--- src/osag_defines.svh ---
// Register offsets, field positions and reset values of the operand access unit
`ifndef OSAG_DEFINES_SVH
`define OSAG_DEFINES_SVH
`define OSAG_A_CTRL    8'h00
`define OSAG_A_STATUS  8'h04
`define OSAG_A_OPSYL   8'h08
`define OSAG_A_SYL0    8'h0C
`define OSAG_A_SYL1    8'h10
`define OSAG_A_SYL2    8'h14
`define OSAG_A_BAR     8'h18
`define OSAG_A_BPR     8'h1C
`define OSAG_A_PWC     8'h20
`define OSAG_A_BRANCH  8'h24
`define OSAG_A_STKIN   8'h28
`define OSAG_A_EA0     8'h2C
`define OSAG_A_EA1     8'h30
`define OSAG_A_EA2     8'h34
`define OSAG_A_OPND0   8'h38
`define OSAG_A_OPND1   8'h3C
`define OSAG_A_OSLO    8'h40
`define OSAG_A_OSHI    8'h44
`define OSAG_A_TOP     8'h48
`define OSAG_XREG_SEL  2'h2
`define OSAG_LIM_SEL   2'h3
`define OSAG_CTRL_START 0
`define OSAG_CTRL_IO    1
`define OSAG_CTRL_IRQEN 2
`define OSAG_ST_BUSY    0
`define OSAG_ST_CMODE   1
`define OSAG_ST_SNAG    2
`define OSAG_ST_WBLK    3
`define OSAG_ST_PWR     4
`define OSAG_IND_CONT   16
`define OSAG_IND_SNAG   17
`define OSAG_LAST_OPND  2'h2
`define OSAG_CMODE_RST  1'b1
`endif

--- src/osag_pkg.sv ---
// Types shared by the operand access unit
`default_nettype none
package osag_pkg;
  typedef enum logic [1:0] {S_IDLE, S_NEXT, S_FETCH} osag_state_t;
  typedef struct packed {
    logic [5:0] opcode;
    logic [1:0] tag1;
    logic [1:0] tag2;
    logic [1:0] tag3;
  } osag_op_syl_t;
  typedef struct packed {
    logic        ind;
    logic [10:0] disp;
  } osag_addr_syl_t;
  typedef struct packed {
    logic [3:0] s2;
    logic [3:0] s1;
    logic [3:0] s0;
  } osag_idx_syl_t;
  typedef struct packed {
    osag_idx_syl_t  idx;
    osag_addr_syl_t adr;
  } osag_opnd_syl_t;
endpackage
`default_nettype wire

--- src/osag_top.sv ---
// Operand access unit: operand stack, address formation, modes, APB registers
// What this block does
// four-cell ring stack with one pointer
// only the pointed cell is accessible
// step after fetch, before deposit
// fetch and deposit steps go opposite ways
// tags 00 step, 01 hold, 1x memory
// tag 10 plain, 11 indexed address
// add up to three index registers
// index selector zero means none
// fifteen index, fifteen limit, 16-bit each
// index contents unsigned, wrap subtracts
// branch loads program base plus literal
// eleven-bit displacement plus data base
// direct reach is 2048 words
// top syllable bit means indirect
// continuation bit fetches again
// chain unlimited until bit clear
// address low sixteen, continuation above
// indexing applied after chain resolves
// snag bit beyond first level sets flag
// syllables are twelve bits
// operator syllable never indexed
// interrupt taken only between operations
// interrupt enters control mode
// normal mode blocks privileged actions
// power failure freezes sequencing, except an indirect fetch, and resumes state
// address sums wrap at sixteen bits
// tags processed first to third
`default_nettype none
`include "osag_defines.svh"
module osag_top
  import osag_pkg::*;
#(
  parameter int WW = 48,
  parameter int AW = 16
)(
  // Clock and reset
  input  wire logic          pclk,
  input  wire logic          presetn,
  // APB slave
  input  wire logic          psel,
  input  wire logic          penable,
  input  wire logic          pwrite,
  input  wire logic [7:0]    paddr,
  input  wire logic [31:0]   pwdata,
  output logic      [31:0]   prdata,
  output logic               pready,
  output logic               pslverr,
  // Main memory read port for indirect words
  output logic               mem_req,
  output logic      [AW-1:0] mem_addr,
  input  wire logic          mem_ack,
  input  wire logic [WW-1:0] mem_rdata,
  // Result store permission and side pins
  output logic               res_store,
  output logic      [AW-1:0] res_addr,
  output logic               io_start,
  output logic               ctrl_mode,
  input  wire logic          ext_irq,
  input  wire logic          pwr_fail
);
  osag_state_t    st_r;
  logic [1:0]     k_r;
  logic           lvl_r;
  logic [AW-1:0]  maddr_r;
  osag_op_syl_t   op_r;
  osag_opnd_syl_t syl_r [3];
  logic [AW-1:0]  ea_r [3];
  logic [WW-1:0]  opnd_r [2];
  logic [AW-1:0]  bar_r, bpr_r, pwc_r, oslo_r, oshi_r;
  logic [AW-1:0]  xreg_r [1:15];
  logic [AW-1:0]  lim_r [1:15];
  logic [WW-1:0]  stkin_r;
  logic           irqen_r, cmode_r, snag_r, wblk_r, store_r, io_r;
  logic [31:0]    rd_r;
  logic [1:0]     pin_q [3];
  logic [1:0]     pin_r;

  // External pins: three stages, a change counts once stages two and three agree
  genvar gi;
  generate
    for (gi = 0; gi < 2; gi++)
    begin : g_sync
      always_ff @(posedge pclk or negedge presetn)
      begin
        if (!presetn)
        begin
          pin_q[0][gi] <= 1'b0;
          pin_q[1][gi] <= 1'b0;
          pin_q[2][gi] <= 1'b0;
          pin_r[gi]    <= 1'b0;
        end
        else
        begin
          pin_q[0][gi] <= (gi == 0) ? ext_irq : pwr_fail;
          pin_q[1][gi] <= pin_q[0][gi];
          pin_q[2][gi] <= pin_q[1][gi];
          if (pin_q[1][gi] == pin_q[2][gi])
            pin_r[gi] <= pin_q[2][gi];
        end
      end
    end
  endgenerate

  logic irq_s, pwr_s, run;
  assign irq_s = pin_r[0];
  assign pwr_s = pin_r[1];
  // The sequencer freezes outside indirect fetches while power is out; flops keep the state to resume from
  assign run   = !pwr_s;

  // Index register lookup; selector zero contributes nothing
  function automatic logic [AW-1:0] xsel(input logic [3:0] s);
    xsel = (s == 4'h0) ? '0 : xreg_r[s];
  endfunction

  // Unsigned adds, silently wrapped to the address width
  function automatic logic [AW-1:0] idx_add(input logic [AW-1:0] b, input osag_idx_syl_t s);
    idx_add = AW'(b + xsel(s.s0) + xsel(s.s1) + xsel(s.s2));
  endfunction

  // APB decode
  logic wr, setup, cpriv;
  assign wr    = psel && penable && pwrite;
  assign setup = psel && !penable;
  assign cpriv = cmode_r;
  assign pready = 1'b1;

  function automatic logic mapped(input logic [7:0] a);
    mapped = (a[7:6] == `OSAG_XREG_SEL || a[7:6] == `OSAG_LIM_SEL) ? (a[5:2] != 4'h0)
           : (a <= `OSAG_A_TOP && a[1:0] == 2'h0);
  endfunction
  assign pslverr = psel && penable && !mapped(paddr);

  // Operand tag of the current slot, handled first to third
  logic [1:0]     tag;
  osag_opnd_syl_t cur;
  logic [AW-1:0]  ea1;
  always_comb
  begin
    case (k_r)
      2'h0:    tag = op_r.tag1;
      2'h1:    tag = op_r.tag2;
      default: tag = op_r.tag3;
    endcase
  end
  assign cur = syl_r[k_r];
  assign ea1 = AW'(bar_r + {5'h00, cur.adr.disp});

  // Stack access in the decode cycle of a stack tag
  logic stk_op, stk_fetch, stk_dep;
  logic [WW-1:0] stk_top;
  logic [1:0]    stk_ptr;
  assign stk_op    = (st_r == S_NEXT) && run && !tag[1];
  assign stk_fetch = stk_op && (k_r != `OSAG_LAST_OPND);
  assign stk_dep   = stk_op && (k_r == `OSAG_LAST_OPND);

  osag_stack #(.WW(WW)) u_stack (
    .pclk    (pclk),
    .presetn (presetn),
    .fetch   (stk_fetch),
    .deposit (stk_dep),
    .step    (stk_op && !tag[0]),
    .wdata   (stkin_r),
    .top     (stk_top),
    .ptr     (stk_ptr)
  );

  // Final address of a memory operand: indexing only once the chain ends
  logic          fin_vld;
  logic [AW-1:0] fin_base, fin_addr;
  logic          chain, snag_set, slot_done;
  always_comb
  begin
    fin_vld  = 1'b0;
    fin_base = ea1;
    case (st_r)
      S_NEXT:
      begin
        fin_vld  = run && tag[1] && !cur.adr.ind;
        fin_base = ea1;
      end
      S_FETCH:
      begin
        fin_vld  = mem_ack && !mem_rdata[`OSAG_IND_CONT];
        fin_base = mem_rdata[AW-1:0];
      end
      default:
      begin
        fin_vld  = 1'b0;
        fin_base = ea1;
      end
    endcase
  end
  assign fin_addr  = tag[0] ? idx_add(fin_base, cur.idx) : fin_base;
  assign chain     = (st_r == S_FETCH) && mem_ack && mem_rdata[`OSAG_IND_CONT];
  assign snag_set  = (st_r == S_FETCH) && mem_ack && lvl_r && mem_rdata[`OSAG_IND_SNAG];
  assign slot_done = stk_op || fin_vld;
  assign mem_req   = (st_r == S_FETCH);
  assign mem_addr  = maddr_r;

  logic start_p, irq_take;
  assign start_p  = wr && paddr == `OSAG_A_CTRL && pwdata[`OSAG_CTRL_START];
  // Interrupt only between operations, and never when a new one starts
  assign irq_take = irq_s && irqen_r && st_r == S_IDLE && !start_p && run;

  // Sequencer
  always_ff @(posedge pclk or negedge presetn)
  begin
    if (!presetn)
    begin
      st_r    <= S_IDLE;
      k_r     <= 2'h0;
      lvl_r   <= 1'b0;
      maddr_r <= '0;
    end
    else
    begin
      case (st_r)
        S_IDLE:
        begin
          k_r <= 2'h0;
          if (start_p && run)
            st_r <= S_NEXT;
        end
        S_NEXT:
        begin
          if (run && tag[1] && cur.adr.ind)
          begin
            maddr_r <= ea1;
            lvl_r   <= 1'b0;
            st_r    <= S_FETCH;
          end
        end
        S_FETCH:
        begin
          if (chain)
          begin
            maddr_r <= mem_rdata[AW-1:0];
            lvl_r   <= 1'b1;
          end
        end
        default:
          st_r <= S_IDLE;
      endcase
      if (slot_done)
      begin
        if (k_r == `OSAG_LAST_OPND)
          st_r <= S_IDLE;
        else
        begin
          k_r  <= 2'(k_r + 2'h1);
          st_r <= S_NEXT;
        end
      end
    end
  end

  // Effective addresses and operands
  always_ff @(posedge pclk or negedge presetn)
  begin
    if (!presetn)
    begin
      for (int i = 0; i < 3; i++)
        ea_r[i] <= '0;
      opnd_r[0] <= '0;
      opnd_r[1] <= '0;
    end
    else
    begin
      if (fin_vld)
        ea_r[k_r] <= fin_addr;
      if (stk_fetch)
        opnd_r[k_r[0]] <= stk_top;
    end
  end

  // Result store gate: normal mode may not write the OS program area
  logic in_os;
  assign in_os = fin_addr >= oslo_r && fin_addr <= oshi_r;
  always_ff @(posedge pclk or negedge presetn)
  begin
    if (!presetn)
    begin
      store_r <= 1'b0;
      io_r    <= 1'b0;
    end
    else
    begin
      store_r <= fin_vld && k_r == `OSAG_LAST_OPND && (cpriv || !in_os);
      io_r    <= wr && paddr == `OSAG_A_CTRL && pwdata[`OSAG_CTRL_IO] && cpriv;
    end
  end
  assign res_store = store_r;
  assign res_addr  = ea_r[`OSAG_LAST_OPND];
  assign io_start  = io_r;
  assign ctrl_mode = cmode_r;

  // Mode and sticky status; a hardware set wins over a software clear
  logic st_wr;
  assign st_wr = wr && paddr == `OSAG_A_STATUS;
  always_ff @(posedge pclk or negedge presetn)
  begin
    if (!presetn)
    begin
      cmode_r <= `OSAG_CMODE_RST;
      irqen_r <= 1'b0;
      snag_r  <= 1'b0;
      wblk_r  <= 1'b0;
    end
    else
    begin
      if (irq_take)
        cmode_r <= 1'b1;
      else if (st_wr && cpriv && !pwdata[`OSAG_ST_CMODE])
        cmode_r <= 1'b0;
      if (wr && paddr == `OSAG_A_CTRL && cpriv)
        irqen_r <= pwdata[`OSAG_CTRL_IRQEN];
      if (snag_set)
        snag_r <= 1'b1;
      else if (st_wr && pwdata[`OSAG_ST_SNAG])
        snag_r <= 1'b0;
      if (fin_vld && k_r == `OSAG_LAST_OPND && !cpriv && in_os)
        wblk_r <= 1'b1;
      else if (st_wr && pwdata[`OSAG_ST_WBLK])
        wblk_r <= 1'b0;
    end
  end

  // Software-loaded configuration and syllables
  always_ff @(posedge pclk or negedge presetn)
  begin
    if (!presetn)
    begin
      op_r    <= '0;
      bar_r   <= '0;
      bpr_r   <= '0;
      pwc_r   <= '0;
      oslo_r  <= '0;
      oshi_r  <= '0;
      stkin_r <= '0;
      for (int i = 0; i < 3; i++)
        syl_r[i] <= '0;
      for (int i = 1; i < 16; i++)
      begin
        xreg_r[i] <= '0;
        lim_r[i]  <= '0;
      end
    end
    else if (wr && st_r == S_IDLE)
    begin
      case (paddr)
        `OSAG_A_OPSYL:  op_r     <= pwdata[11:0];
        `OSAG_A_SYL0:   syl_r[0] <= pwdata[23:0];
        `OSAG_A_SYL1:   syl_r[1] <= pwdata[23:0];
        `OSAG_A_SYL2:   syl_r[2] <= pwdata[23:0];
        `OSAG_A_BAR:    bar_r    <= pwdata[AW-1:0];
        `OSAG_A_BPR:    bpr_r    <= pwdata[AW-1:0];
        `OSAG_A_BRANCH: pwc_r    <= AW'(bpr_r + {4'h0, pwdata[11:0]});
        `OSAG_A_STKIN:  stkin_r  <= {{(WW-32){1'b0}}, pwdata};
        `OSAG_A_OSLO:   if (cpriv) oslo_r <= pwdata[AW-1:0];
        `OSAG_A_OSHI:   if (cpriv) oshi_r <= pwdata[AW-1:0];
        default:
        begin
          if (paddr[7:6] == `OSAG_XREG_SEL && paddr[5:2] != 4'h0)
            xreg_r[paddr[5:2]] <= pwdata[AW-1:0];
          else if (paddr[7:6] == `OSAG_LIM_SEL && paddr[5:2] != 4'h0)
            lim_r[paddr[5:2]] <= pwdata[AW-1:0];
        end
      endcase
    end
  end

  // Read data is captured in the setup phase so it leaves a flop
  always_ff @(posedge pclk or negedge presetn)
  begin
    if (!presetn)
      rd_r <= 32'h0000_0000;
    else if (setup && !pwrite)
    begin
      case (paddr)
        `OSAG_A_CTRL:   rd_r <= {29'h0, irqen_r, 2'h0};
        `OSAG_A_STATUS: rd_r <= {27'h0, pwr_s, wblk_r, snag_r, cmode_r, st_r != S_IDLE};
        `OSAG_A_OPSYL:  rd_r <= {20'h0, op_r};
        `OSAG_A_SYL0:   rd_r <= {8'h0, syl_r[0]};
        `OSAG_A_SYL1:   rd_r <= {8'h0, syl_r[1]};
        `OSAG_A_SYL2:   rd_r <= {8'h0, syl_r[2]};
        `OSAG_A_BAR:    rd_r <= {16'h0, bar_r};
        `OSAG_A_BPR:    rd_r <= {16'h0, bpr_r};
        `OSAG_A_PWC:    rd_r <= {16'h0, pwc_r};
        `OSAG_A_STKIN:  rd_r <= stkin_r[31:0];
        `OSAG_A_EA0:    rd_r <= {16'h0, ea_r[0]};
        `OSAG_A_EA1:    rd_r <= {16'h0, ea_r[1]};
        `OSAG_A_EA2:    rd_r <= {16'h0, ea_r[2]};
        `OSAG_A_OPND0:  rd_r <= opnd_r[0][31:0];
        `OSAG_A_OPND1:  rd_r <= opnd_r[1][31:0];
        `OSAG_A_OSLO:   rd_r <= {16'h0, oslo_r};
        `OSAG_A_OSHI:   rd_r <= {16'h0, oshi_r};
        `OSAG_A_TOP:    rd_r <= {14'h0, stk_ptr, stk_top[15:0]};
        default:
        begin
          if (paddr[7:6] == `OSAG_XREG_SEL && paddr[5:2] != 4'h0)
            rd_r <= {16'h0, xreg_r[paddr[5:2]]};
          else if (paddr[7:6] == `OSAG_LIM_SEL && paddr[5:2] != 4'h0)
            rd_r <= {16'h0, lim_r[paddr[5:2]]};
          else
            rd_r <= 32'h0000_0000;
        end
      endcase
    end
  end
  assign prdata = rd_r;

  a_branch_load: assert property (@(posedge pclk) disable iff (!presetn)
    wr && paddr == `OSAG_A_BRANCH && st_r == S_IDLE
    |=> pwc_r == AW'($past(bpr_r) + {4'h0, $past(pwdata[11:0])}))
    else $error("program word counter not loaded with base plus literal");
  a_ind_first: assert property (@(posedge pclk) disable iff (!presetn)
    st_r == S_NEXT && run && tag[1] && cur.adr.ind |=> mem_req && mem_addr == $past(ea1))
    else $error("indirect fetch not issued at base plus displacement");
  a_chain_next: assert property (@(posedge pclk) disable iff (!presetn)
    chain |=> mem_req && mem_addr == $past(mem_rdata[AW-1:0]))
    else $error("continued chain did not fetch the new address");
  a_direct_ea: assert property (@(posedge pclk) disable iff (!presetn)
    st_r == S_NEXT && run && tag == 2'h2 && !cur.adr.ind |=> ea_r[$past(k_r)] == $past(ea1))
    else $error("direct address is not base plus displacement");
  a_snag_flag: assert property (@(posedge pclk) disable iff (!presetn)
    snag_set |=> snag_r)
    else $error("snag word did not set the flag");
  a_irq_idle: assert property (@(posedge pclk) disable iff (!presetn)
    $rose(cmode_r) |-> $past(st_r) == S_IDLE && $past(irq_s))
    else $error("control mode entered during an operation");
  a_priv_block: assert property (@(posedge pclk) disable iff (!presetn)
    wr && !cmode_r && (paddr == `OSAG_A_OSLO || paddr == `OSAG_A_OSHI)
    |=> $stable(oslo_r) && $stable(oshi_r))
    else $error("normal mode changed the protected area bounds");
  a_pwr_freeze: assert property (@(posedge pclk) disable iff (!presetn)
    pwr_s && st_r != S_FETCH |=> $stable(st_r) && $stable(k_r))
    else $error("sequencer advanced during power failure");
endmodule
`default_nettype wire

--- src/osag_stack.sv ---
// Four-word circular operand stack with a ring pointer
`default_nettype none
module osag_stack
  import osag_pkg::*;
#(
  parameter int WW = 48
)(
  // Clock and reset
  input  wire logic          pclk,
  input  wire logic          presetn,
  // Access
  input  wire logic          fetch,
  input  wire logic          deposit,
  input  wire logic          step,
  input  wire logic [WW-1:0] wdata,
  output logic      [WW-1:0] top,
  output logic      [1:0]    ptr
);
  logic [WW-1:0] cell_r [4];
  logic [1:0]    ptr_r;
  logic [1:0]    wptr;

  // A deposit steps clockwise first, a fetch steps back afterwards
  assign wptr = (deposit && step) ? 2'(ptr_r + 2'h1) : ptr_r;
  assign top  = cell_r[ptr_r];
  assign ptr  = ptr_r;

  always_ff @(posedge pclk or negedge presetn)
  begin
    if (!presetn)
      ptr_r <= 2'h0;
    else if (step && deposit)
      ptr_r <= 2'(ptr_r + 2'h1);
    else if (step && fetch)
      ptr_r <= 2'(ptr_r - 2'h1);
  end

  always_ff @(posedge pclk)
  begin
    if (deposit)
      cell_r[wptr] <= wdata;
  end

  a_stack_fetch_step: assert property (@(posedge pclk) disable iff (!presetn)
    fetch && step && !deposit |=> ptr == 2'($past(ptr) - 2'h1))
    else $error("stack pointer did not step back after fetch");
  a_stack_hold:       assert property (@(posedge pclk) disable iff (!presetn)
    !step |=> $stable(ptr))
    else $error("held stack pointer moved");
  a_stack_wr_rd:      assert property (@(posedge pclk) disable iff (!presetn)
    deposit && step |=> top == $past(wdata))
    else $error("fetch after deposit returned another cell");
endmodule
`default_nettype wire

--- config.mk ---
export PLATFORM = sky130hd
export DESIGN_NAME = osag_top
export DESIGN_NICKNAME = d
export VERILOG_FILES = /design/src/osag_pkg.sv /design/src/osag_top.sv /design/src/osag_stack.sv
export VERILOG_INCLUDE_DIRS = /design/src /design/src/src
export SDC_FILE = /design/constraint.sdc
export NUM_CORES = 2
export LEC_CHECK = 0
export ABC_AREA = 0
export BUFFER_PORTS_ARGS = -buffer_cell sky130_fd_sc_hd__buf_2
export CAP_MARGIN = 10
export CORE_ASPECT_RATIO = 0.75
export CORE_MARGIN = 1.5
export CORE_UTILIZATION = 55
export DETAILED_ROUTE_END_ITERATION = 12
export MAX_ROUTING_LAYER = met4
export PLACE_DENSITY = 0.7
export SYNTH_ARGS = -nofsm -noshare
export SYNTH_HDL_FRONTEND = slang
export SYNTH_SLANG_ARGS = --single-unit
export TNS_END_PERCENT = 50
--- constraint.sdc ---
create_clock -name pclk -period 24.7 [get_ports pclk]
set_input_delay 3.705 -clock pclk [delete_from_list [all_inputs] [get_ports pclk]]
set_output_delay 3.705 -clock pclk [all_outputs]
set_load 0.005 [all_outputs]
Word level (Yosys, flattened, before mapping) --
Memories as Yosys holds them, arrays and structs flattened. Cells that the tools add are included.
Storage, ports and cells: flip-flop bits (word level) 889, memory bits (writable) 128, bits of input ports 96, output and inout bits 70, logic and storage cells 296, memories 1
Memory list:
- u_stack.cell_r | words 4, bits a word 32, rd ports 1, clocked after memory_dff 0, write ports 1, RTL line osag_stack.sv:19 | logic [WW-1:0] cell_r [4];
Operators by class: add/subtract/negate cells 8, magnitude comparators 12, equality and inequality tests 32, mux-type cells 64, bitwise logic cells 8, reduce and logical (&&, ||, !) cells 91
Operators by type and width (count):
- $pmux W32 S18 | 1
- $bwmux W240 | 2
- $mux W16 | 21
- $bmux W16 S4 | 5
- $bwmux W96 | 1
- $demux W16 S4 | 1
- $eq A8 B6 Y1 const B | 8
- $add A16 B16 Y16 | 3
- $bmux W24 S2 | 1
- $bwmux W48 | 1
- $demux W48 S1 | 1
- $mux W24 | 2
- $mux W48 | 1
- $logic_and A1 B1 Y1 | 47
- $demux W16 S2 | 1
- $eq A8 B5 Y1 const B | 4
- $pmux W16 S2 | 1
- $eq A8 B7 Y1 const B | 3
- $ge A5 B5 Y1 const B | 4
- $not A4 Y5 | 4
- $mux W2 | 9
- $add A16 B11 Y16 | 1
- $add A16 B12 Y16 | 1
- $eq A8 B4 Y1 const B | 2
- 36 further kinds | 90

Longest topological paths before layout --
depth after elaboration 18, mapped depth 40

Modules after synthesis --
From an unflattened synthesis, not the netlist that was laid out.
Unflattened totals: cell total of the unflattened synthesis 4851, area, all modules 55603.3 µm²
By module, submodules not included:
- osag_top | times used 1, cells an instance 4581, area an instance 48481.5 µm²
- osag_stack | times used 1, cells an instance 270, area an instance 7121.8 µm²

Worst setup path after synthesis --
No wires, ideal clock.
path kind input-to-reg, start in mem_rdata[1], end reg wblk_r, library setup time 66 ps, data arrival time 8761 ps, data required time 24634 ps, setup slack 15873 ps, stages 24, path through mux2i_1 inv_1 fa_1 inv_1 fa_1 inv_1 ha_1 fa_1 a211o_1 a21oi_2 o21ai_1 a41o_1 o41ai_2 o21a_1 nand3_1 a21oi_1 xor2_1 ha_1 a2111oi_0 nand2_1 o21ai_0 a21oi_1 a221oi_1 a22o_1
Between the ends: word-level cells in the longest chain between the ends 9, elaborated cells between the ends (all ways) 11
RTL lines:
- start: declaration | RTL line osag_top.sv:54 | input wire logic [WW-1:0] mem_rdata,
- $mux W16 (*) | RTL line osag_top.sv:177 | case (st_r)
- named net fin_base[1] | RTL line osag_top.sv:171 | logic [AW-1:0] fin_base, fin_addr;
- $add A16 B16 Y16 (*) (3 in a row) | RTL line osag_top.sv:119 | idx_add = AW'(b + xsel(s.s0) + xsel(s.s1) + xsel(s.s2));
- $mux W16 (*) | RTL line osag_top.sv:195 | assign fin_addr = tag[0] ? idx_add(fin_base, cur.idx) : fin_base;
- named net fin_addr[15] | RTL line osag_top.sv:171
- $ge A16 B16 Y1 / $le A16 B16 Y1 (equally long branches) | RTL line osag_top.sv:280 | assign in_os = fin_addr >= oslo_r && fin_addr <= oshi_r;
- $logic_and A1 B1 Y1 (*) | RTL line osag_top.sv:280
- $logic_and A1 B1 Y1 (*) | RTL line osag_top.sv:323 | if (fin_vld && k_r == `OSAG_LAST_OPND && !cpriv && in_os)
- $mux W1 / $reduce_bool A2 Y1 (equally long branches)
- end signal: assignment | RTL line osag_top.sv:309 | wblk_r <= 1'b0;
- end signal: assignment | RTL line osag_top.sv:324 | wblk_r <= 1'b1;
- end signal: assignment | RTL line osag_top.sv:326 | wblk_r <= 1'b0;
- end: declaration | RTL line osag_top.sv:75 | logic irqen_r, cmode_r, snag_r, wblk_r, store_r, io_r;
The timed path passes the listed nets; every way through them passes the cells marked *. A chain may end at the register's enable or synchronous reset.

Final worst setup path --
start reg k_r[1], end reg store_r (netlist: res_store)
Between the ends: elaborated cells between the ends (all ways) 43
RTL lines:
- start: declaration | RTL line osag_top.sv:64 | logic [1:0] k_r;
- start signal: assignment | RTL line osag_top.sv:252 | k_r <= 2'(k_r + 2'h1);
- $not A2 Y3 (not written as such) (*) | RTL line osag_top.sv:147 | assign cur = syl_r[k_r];
- $bmux W24 S2 (*) | RTL line osag_top.sv:147
- $mux W24 (not written as such) (*) (2 in a row) | RTL line osag_top.sv:147
- $add A16 B11 Y16 (*) | RTL line osag_top.sv:148 | assign ea1 = AW'(bar_r + {5'h00, cur.adr.disp});
- $mux W16 (*) | RTL line osag_top.sv:177
- named net fin_base[5] | RTL line osag_top.sv:171
- $add A16 B16 Y16 (*) (3 in a row) | RTL line osag_top.sv:119
- $mux W16 (*) | RTL line osag_top.sv:195
- named net fin_addr[15] | RTL line osag_top.sv:171
- $ge A16 B16 Y1 / $le A16 B16 Y1 (equally long branches) | RTL line osag_top.sv:280
- $logic_and A1 B1 Y1 (*) | RTL line osag_top.sv:280
- $logic_not A1 Y1 (*) | RTL line osag_top.sv:290 | store_r <= fin_vld && k_r == `OSAG_LAST_OPND && (cpriv || !in_os);
- $logic_or A1 B1 Y1 (*) | RTL line osag_top.sv:290
- $logic_and A1 B1 Y1 (*) | RTL line osag_top.sv:290
- end signal: assignment | RTL line osag_top.sv:290
- end: declaration | RTL line osag_top.sv:75
The timed path passes the listed nets; every way through them passes the cells marked *. The select of a mux whose other input is x is not followed.

==> flow_summary.yaml <==
synth:
  synth.area.top_cells: "dfrtp_1 (40%), mux2_2 (16%), edfxtp_1 (7.2%), mux4_2 (6.7%), nand2_1 (5.0%)"
  synth_edf_count: 128
  synth.distinct_cells: 91
  ys_seq_area_frac: 0.471
  synth_most_common_cell: "dfrtp_1"
  synth_top_area_share: 0.399
  avgSynthCellArea_um2: 11.2
  synth_seq_cells: 985
  synth_top_area_cell: "dfrtp_1"
  ys.flop_type: "dfrtp_1"
  synthCells: 4791
  syn_nets: 4993
  synthTopCellsByCount: "dfrtp_1 (856), mux2_2 (742), nand2_1 (716), clkbuf_1 (285), nand3_1 (233)"
  yosys_warnings: 0
  async_reset_ff_frac: 0.870
  syn_area_um2: 53700
cts:
  clock-root-buffer: "clkbuf_16"
  cts_tree: "done"
  clockBufferDepth: 3
  h-tree-depth: 3
  clk_latency_ps: 730
  post_cts_buffers: 0
  cts_resized: 0
  cts_hold_buf: 0
  numCtsBuffers: 95
  clock-sinks: 985
  path_clk_slew_ps: 70
drt:
  wl_per_cell_um: 30.3
  first_pass_iters: 9
  vias: 42000
  drt_iter0_drc: 6732
  vias_per_cell: 6.84
  routed_wl_mm: 186
  ant_nets: 0
  remaining_drc_errors: 0
setup_path:
  cp.required_ps: 25260
  crit_start: "k_r[1]$_DFF_PN0_"
  critPathKind: "reg2reg"
  crit_path_start_kind: "flop"
  crit_slowest_cell: "o21ai_0"
  slowest_delay_ps: 1060
  r2r_cells: 29
  cp-end-kind: "flop"
  critPathMostFrequentCell: "o21ai_0"
  r2r-start: "k_r[1]$_DFF_PN0_"
  crit_arrival_ps: 10870
  r2r_slack_ps: 14390
  critPathMaxFanout: 28
sta:
  clock_skew_ps: 48.5
  slew_violations: 1
  setup_violations: 0
  setup_tns_ps: 0
  post-route-period-util: 0.418
  fmax_mhz: 96.9
  relSlewSlack: -0.00155
  period_needed_ps: 10310
  hold_violations: 0
  rsz0062_at_grt: "false"
  worst_pin_slew_ps: 1490
pwr:
  p_total_uw: 4080
  ir_drop_uv: 73.0
  internal_power_uw: 2890
  seqPwrFrac: 0.455
  combPwrFrac: 0.167
  power_switching_uw: 1180
  p_clk_frac: 0.378
  powerDensity_nw_per_um2: 69.1
  leakage_uw: 0.0261
  p_sw_frac: 0.290
worst_hold_path:
  hold_start: "pin_q[4]$_DFF_PN0_"
  min-delay-path-class: "reg2reg"
  hold_depth: 0
floorplanning:
  core-area_um2: 96000
  start_util: 0.559
  die_area_um2: 99500
  io_pins: 166
  die_h_um: 273
  die_w_um: 364
  rows: 98
global_routing:
  antenna_found_initial: 11
  grt_pass1_wl_mm: 272
  grt_max_degree: 161
  grt_pass1_vias: 40100
  gr-total-overflow: 0
  grt.total_usage: 0.386
placement:
  placed_area_um2: 55700
  dpl.hpwl_mm: 118
  gp_congestion: 1.03
  io_buffers: 134
  placed_cells: 5946
layout:
  num-fill-cells: 7605
  ff_latch_area_um2: 25300
  utilization: 0.615
  multiInputGateArea_um2: 26700
  area_growth_pct: 9.96
  stdcell_area_um2: 59000
  drive_gt1_frac: 0.292
  fin_cells: 6138
  finalNetCount: 4946
run:
  max_cap_violations: 1
outcome:
  violations: "max-capacitance violations, max-slew violations"
  status: "complete, but fails checks"
worst paths after layout:
kind / end
max in group asynchronous: lim_r[156]$_DFFE_PN0P_
worst max register to register: res_store$_DFF_PN0_
worst max-delay path: res_store$_DFF_PN0_
min in group asynchronous: xreg_r[80]$_DFFE_PN0P_
worst min register to register: pin_q[2]$_DFF_PN0_
worst min-delay path: pin_q[2]$_DFF_PN0_
state kept, by name, indices dropped and copies added, names as in the netlist, 32 cells and up:
name and count:
prdata 32, ea_r 32, lim_r 240, u_stack.cell_r 128, stkin_r 32, opnd_r 64
xreg_r 240, syl_r 72
final cells by class:
type,count,area share
Clock buffer,131,0.0465
Clock inverter,46,0.00961
Antenna cell,14,0.000594
Inverter,93,0.00592
Multi-Input combinational cell,3312,0.453
Tap cell,1300,0.0276
Sequential cell,985,0.429
Timing Repair Buffer,257,0.0283
critical path, delay by kind of cell, from the launching register on:
kind | cells | cell delay (ps)
buffers and inverters | 2 | 890
AO/OA/AOI/OAI | 15 | 4920
XOR/XNOR | 2 | 510
AND/OR/NAND/NOR | 5 | 1090
adder cells (fa/ha/maj) | 5 | 2140
flip-flops | 1 | 530
power groups by stage:
stage	Combinational, uW	Sequential, uW	Clock (uW)
finish	679	1860	1540
global route	719	1870	1620
CTS	666	1850	1550
detailed placement	663	1880	0
global placement	649	1870	0
floorplan	436	1840	0
cell usage in the layout (no fill, tap or decap), types with 19 or more instances in the layout:
master and count:
a211oi_1 80, mux4_2 160, nor3_1 51, nand4_1 23, nor2_2 20, and3_1 22
clkbuf_16 97, buf_2 131, nand3_1 233, and2_1 34, clkbuf_8 19, dfrtp_1 852
mux2_2 742, nand2_1 708, a22o_1 41, a21o_1 20, nor2_1 150, a221oi_1 47
xor2_1 22, clkinv_2 21, a311oi_1 32, fa_1 32, a222oi_1 25, buf_4 118
a31oi_1 59, a22oi_1 52, xnor2_1 22, a21oi_1 218, ha_1 74, o21ai_0 137
mux2i_1 96, edfxtp_1 128, inv_1 92
routing by layer:
metal	track usage	vias to the layer above	part of all wire
met2	0.495	2853	0.40
met5	-	-	0
met4	0.134	0	0.037
met3	0.159	451	0.15
met1	0.546	21300	0.41
li1	-	17400	-
cell families (layout without fill, tap and decap cells):
| logic type | count (synthesis) | count (layout) | synth area share |
|---|---|---|---|
| adders and majority gates | 108 | 108 | 0.0296 |
| DFF | 985 | 985 | 0.471 |
| and+or+nand+nor | 1335 | 1335 | 0.109 |
| muxes | 1006 | 1006 | 0.243 |
| xor gates and xnor gates | 44 | 44 | 0.00718 |
| AOI/OAI and AO/OA | 818 | 818 | 0.103 |
| buffers and inverters | 494 | 527 | 0.0370 |
| other | 1 | 15 | 0.0000699 |
metrics by stage:
stage          hold WS (ps)  setup WS [ps]
2_1_floorplan           331          15870
3_3_place_gp            332          14420
3_5_place_dp            340          14320
4_1_cts                 358          14880
5_1_grt                 361          14300
6_report                353          14390
Power figures use the tool's default switching activity.
